## config.mk

```make
export PLATFORM = sky130hd
export DESIGN_NAME = cpu_register_file_flags
export DESIGN_NICKNAME = d
export VERILOG_FILES = /design/src/pkg/cpu_regs_pkg.sv /design/src/hw/cpu_register_file_flags.sv
export VERILOG_INCLUDE_DIRS = /design/src /design/src/pkg
export SDC_FILE = /design/constraint.sdc
export NUM_CORES = 1
export LEC_CHECK = 0
export BUFFER_PORTS_ARGS = -buffer_cell sky130_fd_sc_hd__buf_2
export CORE_MARGIN = 2
export CORE_UTILIZATION = 45
export CTS_BUF_LIST = sky130_fd_sc_hd__clkbuf_2 sky130_fd_sc_hd__clkbuf_4 sky130_fd_sc_hd__clkbuf_8
export DETAILED_ROUTE_END_ITERATION = 12
export GPL_ROUTABILITY_DRIVEN = 1
export HOLD_SLACK_MARGIN = 0.05
export SYNTH_ARGS = -nofsm -noshare
export SYNTH_HDL_FRONTEND = slang
export SYNTH_SLANG_ARGS = --single-unit
export TNS_END_PERCENT = 30
```

## constraint.sdc

```tcl
create_clock -name hclk -period 6.2 [get_ports hclk]
set_input_delay 1.24 -clock hclk [delete_from_list [all_inputs] [get_ports hclk]]
set_output_delay 1.24 -clock hclk [all_outputs]
set_load 0.05 [all_outputs]
```

## src/pkg/cpu_regs_defs.svh

```systemverilog
// Purpose: Constants for the CPU register set and its AHB-Lite view
// Assumes: 32-bit word per register, byte addresses
// Notes:   Flag register layout follows the usual 11-bit arrangement
`ifndef CPU_REGS_DEFS_SVH
`define CPU_REGS_DEFS_SVH

`define OFS_R0      12'h000
`define OFS_R1      12'h004
`define OFS_R2      12'h008
`define OFS_R3      12'h00c
`define OFS_A0      12'h010
`define OFS_A1      12'h014
`define OFS_FB      12'h018
`define OFS_VTB     12'h01c
`define OFS_PC      12'h020
`define OFS_USP     12'h024
`define OFS_ISP     12'h028
`define OFS_SB      12'h02c
`define OFS_FLG     12'h030
`define OFS_SP      12'h034
`define OFS_W_DLO   12'h038
`define OFS_W_DHI   12'h03c
`define OFS_W_ADR   12'h040

`define FLG_C       0
`define FLG_D       1
`define FLG_Z       2
`define FLG_S       3
`define FLG_B       4
`define FLG_O       5
`define FLG_I       6
`define FLG_U       7
`define FLG_IPL_LO  8
`define FLG_IPL_HI  10
`define FLG_RW_MASK 11'h7fd
`define FLG_RESET   11'h000
`define SWI_U_MAX   6'h1f

`endif

```

## src/pkg/cpu_regs_pkg.sv

```systemverilog
// Purpose: Types for the CPU register set
// Assumes: Nothing beyond the constants header
// Notes:   Carriers for core-side write and flag update ports
package cpu_regs_pkg;

  typedef enum logic [3:0] {
    SEL_R0  = 4'h0,
    SEL_R1  = 4'h1,
    SEL_R2  = 4'h2,
    SEL_R3  = 4'h3,
    SEL_A0  = 4'h4,
    SEL_A1  = 4'h5,
    SEL_FB  = 4'h6,
    SEL_USP = 4'h7,
    SEL_ISP = 4'h8,
    SEL_SB  = 4'h9,
    SEL_SP  = 4'ha,
    SEL_VTB = 4'hb
  } reg_sel_t;

  typedef enum logic [1:0] {
    W_16   = 2'h0,
    W_LO8  = 2'h1,
    W_HI8  = 2'h2,
    W_32   = 2'h3
  } wr_size_t;

  typedef struct packed {
    logic        en;
    reg_sel_t    sel;
    wr_size_t    size;
    logic [31:0] data;
  } reg_wr_t;

  typedef struct packed {
    logic c_en;
    logic c;
    logic zso_en;
    logic [31:0] result;
    logic        res32;
    logic        res8;
    logic o;
  } alu_upd_t;

  typedef struct packed {
    logic       hw_ack;
    logic       sw_int;
    logic [5:0] sw_vec;
  } int_ack_t;

endpackage : cpu_regs_pkg

```

## src/hw/cpu_register_file_flags.sv

```systemverilog
// Purpose: CPU register set with banking, wide views and flag register
// Assumes: Decode/ALU drives core ports; software uses AHB-Lite
// Notes:   Core write wins over bus write on the same register
`timescale 1ns/1ps
`default_nettype none
`include "cpu_regs_defs.svh"

module cpu_register_file_flags (
  input  wire logic                    hclk,       // Bus clock
  input  wire logic                    hresetn,    // Async reset, low
  input  wire logic                    hsel,       // Slave select
  input  wire logic [11:0]             haddr,      // Byte address
  input  wire logic [1:0]              htrans,     // Transfer type
  input  wire logic                    hwrite,     // Write access
  input  wire logic [2:0]              hsize,      // Transfer size
  input  wire logic [31:0]             hwdata,     // Write data
  input  wire logic                    hready,     // Bus ready in
  output logic      [31:0]             hrdata,     // Read data
  output logic                         hreadyout,  // Always ready
  output logic                         hresp,      // Always OKAY
  input  wire cpu_regs_pkg::reg_sel_t  rd_a_sel,   // Read port A select
  input  wire cpu_regs_pkg::wr_size_t  rd_a_size,  // Read port A view
  output logic      [31:0]             rd_a_data,  // Read port A data
  input  wire cpu_regs_pkg::reg_wr_t   core_wr,    // Core register write
  input  wire cpu_regs_pkg::alu_upd_t  alu_upd,    // Flag update from ALU
  input  wire logic                    pc_load,    // Load next PC
  input  wire logic [19:0]             pc_next,    // Next instruction addr
  input  wire logic                    flg_wr,     // Core writes flags
  input  wire logic [10:0]             flg_wdata,  // Flag write value
  input  wire cpu_regs_pkg::int_ack_t  int_ack,    // Interrupt acceptance
  input  wire logic                    irq_req,    // Maskable request
  input  wire logic [2:0]              irq_lvl,    // Request priority
  output logic                         irq_take,   // Request may be taken
  output logic      [10:0]             flags,      // Flag register view
  output logic      [15:0]             sp_active,  // Selected stack ptr
  output logic      [19:0]             pc_out      // Program counter
);

  logic [15:0] usp_q, isp_q, sb_q;
  logic [19:0] vtb_q, pc_q;
  logic [10:0] flg_q;

  logic        ap_wr_q;
  logic [11:0] ap_addr_q;

  wire  bsel  = flg_q[`FLG_B];
  wire  usel  = flg_q[`FLG_U];
  wire  [2:0] processor_priority_level = flg_q[`FLG_IPL_HI:`FLG_IPL_LO];

  wire  ap_take = hsel & hready & htrans[1];
  wire  bus_wr  = ap_wr_q;
  wire  int_any = int_ack.hw_ack | int_ack.sw_int;
  wire  u_clr   = int_ack.hw_ack |
                  (int_ack.sw_int && int_ack.sw_vec <= `SWI_U_MAX);

  assign hreadyout = 1'b1;
  assign hresp     = 1'b0;

  // Address phase capture; single-cycle data phase
  always_ff @(posedge hclk or negedge hresetn)
  begin
    if (!hresetn)
    begin
      ap_wr_q   <= 1'b0;
      ap_addr_q <= 12'h000;
    end
    else
    begin
      ap_wr_q   <= ap_take & hwrite;
      ap_addr_q <= haddr;
    end
  end

  // Bus write to a register index: map address to selector
  function automatic logic [4:0] bus_index(input logic [11:0] a);
    logic [4:0] r;
    r = 5'h1f;
    unique case (a)
      `OFS_R0:    r = 5'h00;
      `OFS_R1:    r = 5'h01;
      `OFS_R2:    r = 5'h02;
      `OFS_R3:    r = 5'h03;
      `OFS_A0:    r = 5'h04;
      `OFS_A1:    r = 5'h05;
      `OFS_FB:    r = 5'h06;
      `OFS_USP:   r = 5'h07;
      `OFS_ISP:   r = 5'h08;
      `OFS_SB:    r = 5'h09;
      `OFS_VTB:   r = 5'h0b;
      `OFS_FLG:   r = 5'h0c;
      `OFS_SP:    r = 5'h0a;
      `OFS_W_DLO: r = 5'h10;
      `OFS_W_DHI: r = 5'h11;
      `OFS_W_ADR: r = 5'h12;
      default:    r = 5'h1f;
    endcase
    return r;
  endfunction : bus_index

  wire [4:0] bidx = bus_index(ap_addr_q);

  // Per-register next values: core port first, bus second
  function automatic logic [15:0] upd16(input logic [15:0] cur,
    input cpu_regs_pkg::wr_size_t sz, input logic [15:0] d);
    logic [15:0] r;
    unique case (sz)
      cpu_regs_pkg::W_LO8: r = {cur[15:8], d[7:0]};
      cpu_regs_pkg::W_HI8: r = {d[7:0], cur[7:0]};
      default:             r = d;
    endcase
    return r;
  endfunction : upd16

  // Core write hit tests, including the 32-bit pairs
  wire cw = core_wr.en;
  wire [3:0] cs = core_wr.sel;
  wire w32 = core_wr.size == cpu_regs_pkg::W_32;
  wire [15:0] cd_lo = core_wr.data[15:0];
  wire [15:0] cd_hi = core_wr.data[31:16];

  logic [15:0] bank_val [0:6];

  genvar g;
  generate
    for (g = 0; g < 7; g++)
    begin : g_bank
      // Pair partner: R2 is upper of R0, R3 upper of R1, A1 upper of A0
      wire lo_of_pair = w32 && (g == 0 || g == 1 || g == 4) && cs == g;
      wire hi_of_pair = w32 && ((g == 2 && cs == 0) ||
                                (g == 3 && cs == 1) ||
                                (g == 5 && cs == 4));
      wire core_hit   = cw && ((cs == g && !w32) || lo_of_pair ||
                               hi_of_pair);
      wire bus_hit    = bus_wr && (bidx == g ||
                        (bidx == 5'h10 && (g == 0 || g == 2)) ||
                        (bidx == 5'h11 && (g == 1 || g == 3)) ||
                        (bidx == 5'h12 && (g == 4 || g == 5)));
      wire bus_hi     = (bidx != g) && (g == 2 || g == 3 || g == 5);
      wire [15:0] cval = hi_of_pair ? cd_hi : cd_lo;
      wire [15:0] bval = bus_hi ? hwdata[31:16] : hwdata[15:0];
      wire bytes_ok   = (g < 2) && !w32;
      wire bank_hit   = core_hit | bus_hit;
      logic [15:0] bk_q [0:1];
      logic [15:0] nxt_d;
      always_comb
      begin
        if (core_hit)
          nxt_d = upd16(bk_q[bsel],
            bytes_ok ? core_wr.size : cpu_regs_pkg::W_16, cval);
        else
          nxt_d = bval;
      end
      // Only the selected bank is touched
      always_ff @(posedge hclk or negedge hresetn)
      begin
        if (!hresetn)
        begin
          bk_q[0] <= 16'h0000;
          bk_q[1] <= 16'h0000;
        end
        else if (bank_hit)
          bk_q[bsel] <= nxt_d;
      end
      assign bank_val[g] = bk_q[bsel];
    end
  endgenerate

  wire core_sp  = cw && cs == cpu_regs_pkg::SEL_SP;
  // Source chosen per register so a core write elsewhere keeps bus data
  wire usp_cw   = (cw && cs == cpu_regs_pkg::SEL_USP) || (core_sp && usel);
  wire isp_cw   = (cw && cs == cpu_regs_pkg::SEL_ISP) || (core_sp && !usel);
  wire sb_cw    = cw && cs == cpu_regs_pkg::SEL_SB;
  wire vtb_cw   = cw && cs == cpu_regs_pkg::SEL_VTB;
  wire usp_hit  = usp_cw ||
                  (bus_wr && (bidx == 5'h07 || (bidx == 5'h0a && usel)));
  wire isp_hit  = isp_cw ||
                  (bus_wr && (bidx == 5'h08 || (bidx == 5'h0a && !usel)));
  wire sb_hit   = sb_cw || (bus_wr && bidx == 5'h09);
  wire vtb_hit  = vtb_cw || (bus_wr && bidx == 5'h0b);

  // Shared registers, not banked
  always_ff @(posedge hclk or negedge hresetn)
  begin
    if (!hresetn)
    begin
      usp_q <= 16'h0000;
      isp_q <= 16'h0000;
      sb_q  <= 16'h0000;
      vtb_q <= 20'h00000;
      pc_q  <= 20'h00000;
    end
    else
    begin
      if (usp_hit)
        usp_q <= usp_cw ? core_wr.data[15:0] : hwdata[15:0];
      if (isp_hit)
        isp_q <= isp_cw ? core_wr.data[15:0] : hwdata[15:0];
      if (sb_hit)
        sb_q  <= sb_cw ? core_wr.data[15:0] : hwdata[15:0];
      if (vtb_hit)
        vtb_q <= vtb_cw ? core_wr.data[19:0] : hwdata[19:0];
      if (pc_load)
        pc_q  <= pc_next;
    end
  end

  // Flag next value; ALU and interrupt events override writes
  wire [31:0] res   = alu_upd.result;
  wire        z_new = alu_upd.res32 ? (res == 32'h0) :
                      alu_upd.res8  ? (res[7:0] == 8'h00) :
                                      (res[15:0] == 16'h0000);
  wire        s_new = alu_upd.res32 ? res[31] :
                      alu_upd.res8  ? res[7] : res[15];
  logic [10:0] flg_d;
  always_comb
  begin
    flg_d = flg_q;
    if (bus_wr && bidx == 5'h0c)
      flg_d = hwdata[10:0] & `FLG_RW_MASK;
    if (flg_wr)
      flg_d = flg_wdata & `FLG_RW_MASK;
    if (alu_upd.c_en)
      flg_d[`FLG_C] = alu_upd.c;
    if (alu_upd.zso_en)
    begin
      flg_d[`FLG_Z] = z_new;
      flg_d[`FLG_S] = s_new;
      flg_d[`FLG_O] = alu_upd.o;
    end
    if (int_any)
      flg_d[`FLG_I] = 1'b0;
    if (u_clr)
      flg_d[`FLG_U] = 1'b0;
  end

  always_ff @(posedge hclk or negedge hresetn)
  begin
    if (!hresetn)
      flg_q <= `FLG_RESET;
    else
      flg_q <= flg_d;
  end

  // Gate for maskable requests
  assign irq_take = irq_req & flg_q[`FLG_I] & (irq_lvl > processor_priority_level);

  assign flags     = flg_q;
  assign sp_active = usel ? usp_q : isp_q;
  assign pc_out    = pc_q;

  // Core read port with byte and wide views
  function automatic logic [15:0] rd16(input logic [3:0] s);
    logic [15:0] r;
    r = 16'h0000;
    if (s < 4'h7)
      r = bank_val[s[2:0]];
    else if (s == 4'h7)
      r = usp_q;
    else if (s == 4'h8)
      r = isp_q;
    else if (s == 4'h9)
      r = sb_q;
    else if (s == 4'ha)
      r = sp_active;
    else if (s == 4'hb)
      r = vtb_q[15:0];
    return r;
  endfunction : rd16

  logic [31:0] rd_a_d;
  wire  [15:0] rd_a_w = rd16(rd_a_sel);
  always_comb
  begin
    rd_a_d = {16'h0000, rd_a_w};
    unique case (rd_a_size)
      cpu_regs_pkg::W_LO8: rd_a_d = {24'h0, rd_a_w[7:0]};
      cpu_regs_pkg::W_HI8: rd_a_d = {24'h0, rd_a_w[15:8]};
      cpu_regs_pkg::W_32:
      begin
        if (rd_a_sel == cpu_regs_pkg::SEL_R0)
          rd_a_d = {bank_val[2], bank_val[0]};
        else if (rd_a_sel == cpu_regs_pkg::SEL_R1)
          rd_a_d = {bank_val[3], bank_val[1]};
        else if (rd_a_sel == cpu_regs_pkg::SEL_A0)
          rd_a_d = {bank_val[5], bank_val[4]};
        else if (rd_a_sel == cpu_regs_pkg::SEL_VTB)
          rd_a_d = {12'h000, vtb_q};
      end
      default: ;
    endcase
  end
  assign rd_a_data = rd_a_d;

  // Bus read mux, taken at address phase
  logic [31:0] rdata_d;
  wire  [4:0]  bidx_ap = bus_index(haddr);
  always_comb
  begin
    rdata_d = 32'h0;
    unique case (bidx_ap)
      5'h0b:   rdata_d = {12'h000, vtb_q};
      5'h0c:   rdata_d = {21'h0, flg_q};
      5'h10:   rdata_d = {bank_val[2], bank_val[0]};
      5'h11:   rdata_d = {bank_val[3], bank_val[1]};
      5'h12:   rdata_d = {bank_val[5], bank_val[4]};
      5'h1f:   rdata_d = (haddr == `OFS_PC) ? {12'h000, pc_q} : 32'h0;
      default: rdata_d = {16'h0000, rd16(bidx_ap[3:0])};
    endcase
  end

  always_ff @(posedge hclk or negedge hresetn)
  begin
    if (!hresetn)
      hrdata <= 32'h0;
    else if (ap_take & !hwrite)
      hrdata <= rdata_d;
  end

  property p_int_clears_i;
    @(posedge hclk) disable iff (!hresetn)
    int_any |=> !flg_q[`FLG_I];
  endproperty
  a_int_clears_i: assert property (p_int_clears_i)
    else $error("I flag not cleared after interrupt");

  property p_u_clear;
    @(posedge hclk) disable iff (!hresetn)
    u_clr |=> !flg_q[`FLG_U];
  endproperty
  a_u_clear: assert property (p_u_clear)
    else $error("U flag not cleared");

  property p_take_level;
    @(posedge hclk) disable iff (!hresetn)
    irq_take |-> irq_lvl > flg_q[`FLG_IPL_HI:`FLG_IPL_LO] && flg_q[`FLG_I];
  endproperty
  a_take_level: assert property (p_take_level)
    else $error("Request taken at or below level");

  property p_zero;
    @(posedge hclk) disable iff (!hresetn)
    alu_upd.zso_en && !alu_upd.res32 && !alu_upd.res8 |=>
      flg_q[`FLG_Z] == ($past(alu_upd.result[15:0]) == 16'h0);
  endproperty
  a_zero: assert property (p_zero)
    else $error("Zero flag wrong");

  property p_sign;
    @(posedge hclk) disable iff (!hresetn)
    alu_upd.zso_en && !alu_upd.res32 && !alu_upd.res8 |=>
      flg_q[`FLG_S] == $past(alu_upd.result[15]);
  endproperty
  a_sign: assert property (p_sign)
    else $error("Sign flag wrong");

  property p_carry_hold;
    @(posedge hclk) disable iff (!hresetn)
    !alu_upd.c_en && !flg_wr && !(bus_wr && bidx == 5'h0c) |=>
      $stable(flg_q[`FLG_C]);
  endproperty
  a_carry_hold: assert property (p_carry_hold)
    else $error("Carry changed without update");

  property p_sp_sel;
    @(posedge hclk) disable iff (!hresetn)
    core_wr.en && core_wr.sel == cpu_regs_pkg::SEL_SP && !u_clr |=>
      sp_active == $past(core_wr.data[15:0]);
  endproperty
  a_sp_sel: assert property (p_sp_sel)
    else $error("Wrong stack pointer active");

  property p_pc_load;
    @(posedge hclk) disable iff (!hresetn)
    pc_load |=> pc_out == $past(pc_next);
  endproperty
  a_pc_load: assert property (p_pc_load)
    else $error("PC not loaded");

endmodule : cpu_register_file_flags
`default_nettype wire

```

==> impl_metrics.yaml <==
drt:
  drc: 0
  met1Wirelength_mm: 48.9
  drtAntennaViolNets: 0
  dr_wl_met2_mm: 54.5
  wl_met3_mm: 13.8
  topRoutingLayerUsed: "met5"
  wl_per_cell_um: 34.3
  vias_per_cell: 6.82
  drtPass1Iterations: 8
  vias: 25206
  first_iter_violations: 3354
  wl_mm: 127
hold_path:
  hold_class: "in2async"
critical_path:
  crit_start: "flags[4]"
  start_kind: "flop"
  cp.arrival_ps: 4460
  critPathKind: "reg2out"
  crit_fanout: 54
  r2r-start: "ap_addr_q[9]"
  critPathCapture: "rd_a_data[4]"
  critPathCaptureType: "output port"
  worstRegToRegCells: 7
  r2r_end: "g_bank[3].bk_q[7]"
  reg2reg_setup_slack_ps: 2010
  critPathRequiredTime_ps: 4960
cts:
  htree_levels: 3
  cts_sinks: 367
  cts_buffers: 71
  cts_root_buf: "clkbuf_8"
  clk_pin_slew_worst_paths_ps: 60
  ctsResizeCount: 0
  cts_hold_buf: 0
  tritoncts: "built"
  clk_path_buf_depth: 3
  worstSkewPairLatency_ps: 700
  post_cts_buffers: 0
global_routing:
  first_global_vias: 23855
  grt_max_degree: 101
  antenna_found_initial: 9
  grt_pass1_wl_mm: 176
  grt.overflow.total: 0
  track_usage_pct: 43.7
synthesis:
  synth.most_common_cell: "nand2_1"
  synth-edff-count: 0
  synth_flop_cell: "dfrtp_1"
  ys_ff_latch: 367
  syn_area_um2: 24800
  syn_avg_cell_area_um2: 8.97
  yosys-top-cells-area: "dfrtp_1, mux2_2, mux2i_1, o21ai_0, nand2_1"
  netlist_instances: 2766
  synth_cell_types: 85
  yosys-top-cells-count: "nand2_1, dfrtp_1, o21ai_0"
  synth.top_cell.area_share_pct: 37.0
  ys_seq_area_share_pct: 37.0
  synth_top_cell_by_area: "dfrtp_1"
  ys_async_sr_fraction_pct: 100
  ys_warn_count: 0
sta:
  fin_crit_ps: 5700
  setup_violations: 0
  hold_viol_final: 0
  tns_ps: 0
  worst_slack_ps: 501
  slew_violations: 0
  tightest_slew_ps: 1330
  clock_skew_ps: 39.3
  rsz0062_at_grt: "false"
  post-route-period-util_pct: 91.9
  slew_headroom_pct: 11.2
  fmax_ghz: 0.175
power_and_ir_drop:
  p_per_area_nw_per_um2: 303
  comb_power_share_pct: 30.6
  switching_share_pct: 38.9
  seq_power_share_pct: 38.8
  power.internal_uw: 5270
  p_clk_share_pct: 30.5
  vdd_drop_max_v: 0.000233
  cellLeakagePower_uw: 0.0123
  p_sw_uw: 3360
final_layout:
  stdcell_count: 3698
  finalCoreUtilization_pct: 52.0
  fill_cells: 5205
  fin_nets: 3132
  drive_above_1_share_pct: 26.5
  area_delta_synth_final_pct: 14.9
placed_design:
  port_buffers: 282
  dpl.hpwl_mm: 94.3
  dp_cells: 3575
  place_ws_ps: 963
  gp_congestion: 1.06
die:
  dieArea_um2: 57000
  ioPinCount: 296
  core_um2: 54800
  start_util_pct: 45.3
  fp.dieH_um: 239
  rows: 86
  die_w_um: 239
run_status:
  status: "finished, final reports clean"
run:
  maxCapViolations: 0
## cell usage in the layout, fill, tap and decap left out, types with 47 or more instances in the layout
master,count
o22a_1,50
a21oi_1,128
nand2_1,389
mux2_2,220
nand3_1,58
nor2_1,134
clkbuf_8,83
dfrtp_1,366
a221oi_1,47
buf_4,88
buf_2,275
mux2i_1,182
o21ai_0,299
## flip-flops by register name, indices dropped and copies added, names as in the netlist
| name | cells |
|---|---|
| ap_addr_q | 12 |
| ap_wr_q | 1 |
| flags | 10 |
| g_bank.bk_q | 224 |
| hrdata | 32 |
| isp_q | 16 |
| pc_out | 20 |
| sb_q | 16 |
| usp_q | 16 |
| vtb_q | 20 |
## power groups by stage
stage	combinational (uW)	clock (uW)	sequential, uW
floorplan	1480	0	3310
global placement	2530	0	3340
detailed placement	2570	0	3370
CTS	2580	2660	3330
global route	2760	2750	3390
finish	2650	2640	3360
## layer usage
metal | GRT usage, % | vias to the layer above
met2 | 65.6 | 1697
met4 | 27.9 | 4
met1 | 56.3 | 12456
met5 | 0 | -
li1 | - | 10614
met3 | 10.9 | 435
## stage by stage
| step | hold slack, ps | total power (uW) | instance area, um^2 |
|---|---|---|---|
| global placement | 456 | 5880 | 27000 |
| CTS | 472 | 8570 | 28500 |
| detailed placement | 465 | 5940 | 27000 |
| floorplan | 444 | 4790 | 24800 |
| global route | 496 | 8910 | 28500 |
| finish | 476 | 8640 | 28500 |
## kinds of logic after synthesis
family | count (synthesis) | share of synthesized area (%)
XOR/XNOR | 5 | 0.177
adder cells (fa/ha/maj) | 7 | 0.343
AO/OA/AOI/OAI | 870 | 23.1
flip-flops | 367 | 37.0
AND/OR/NAND/NOR | 761 | 13.7
other | 2 | 0.0303
multiplexers | 438 | 20.6
buffers and inverters | 316 | 5.01
## final cells by class
| cell class | count | area, um^2 | share of cell area (%) |
|---|---|---|---|
| Timing Repair Buffer | 373 | 2230 | 7.83 |
| Clock inverter | 19 | 199 | 0.698 |
| Multi-Input combinational cell | 2084 | 14500 | 51.0 |
| Sequential cell | 367 | 9190 | 32.2 |
| Inverter | 47 | 176 | 0.619 |
| Clock buffer | 103 | 1290 | 4.54 |
| Antenna cell | 1 | 2.50 | 0.00878 |
| Tap cell | 704 | 881 | 3.09 |
## worst min-delay path by stage
| stage | start | endpoint |
|---|---|---|
| 2_1_floorplan | g_bank[1].bk_q[11] | g_bank[1].bk_q[11] |
| 3_3_place_gp | g_bank[1].bk_q[15] | g_bank[1].bk_q[15] |
| 6_report | hresetn | isp_q[3] |
| 3_5_place_dp | g_bank[6].bk_q[15] | g_bank[6].bk_q[15] |
| 4_1_cts | hresetn | usp_q[3] |
| 5_1_grt | g_bank[1].bk_q[9] | g_bank[1].bk_q[9] |
## critical path, stage by stage, from the launching register on
cell,delay (ps)
dfrtp_4,920
buf_4,430
mux2i_1,500
nand2_1,120
a31oi_1,200
a21oi_1,130
a222oi_1,670
o21ai_0,190
a22o_1,270
buf_2,230
(Power assumes the default switching activity.)
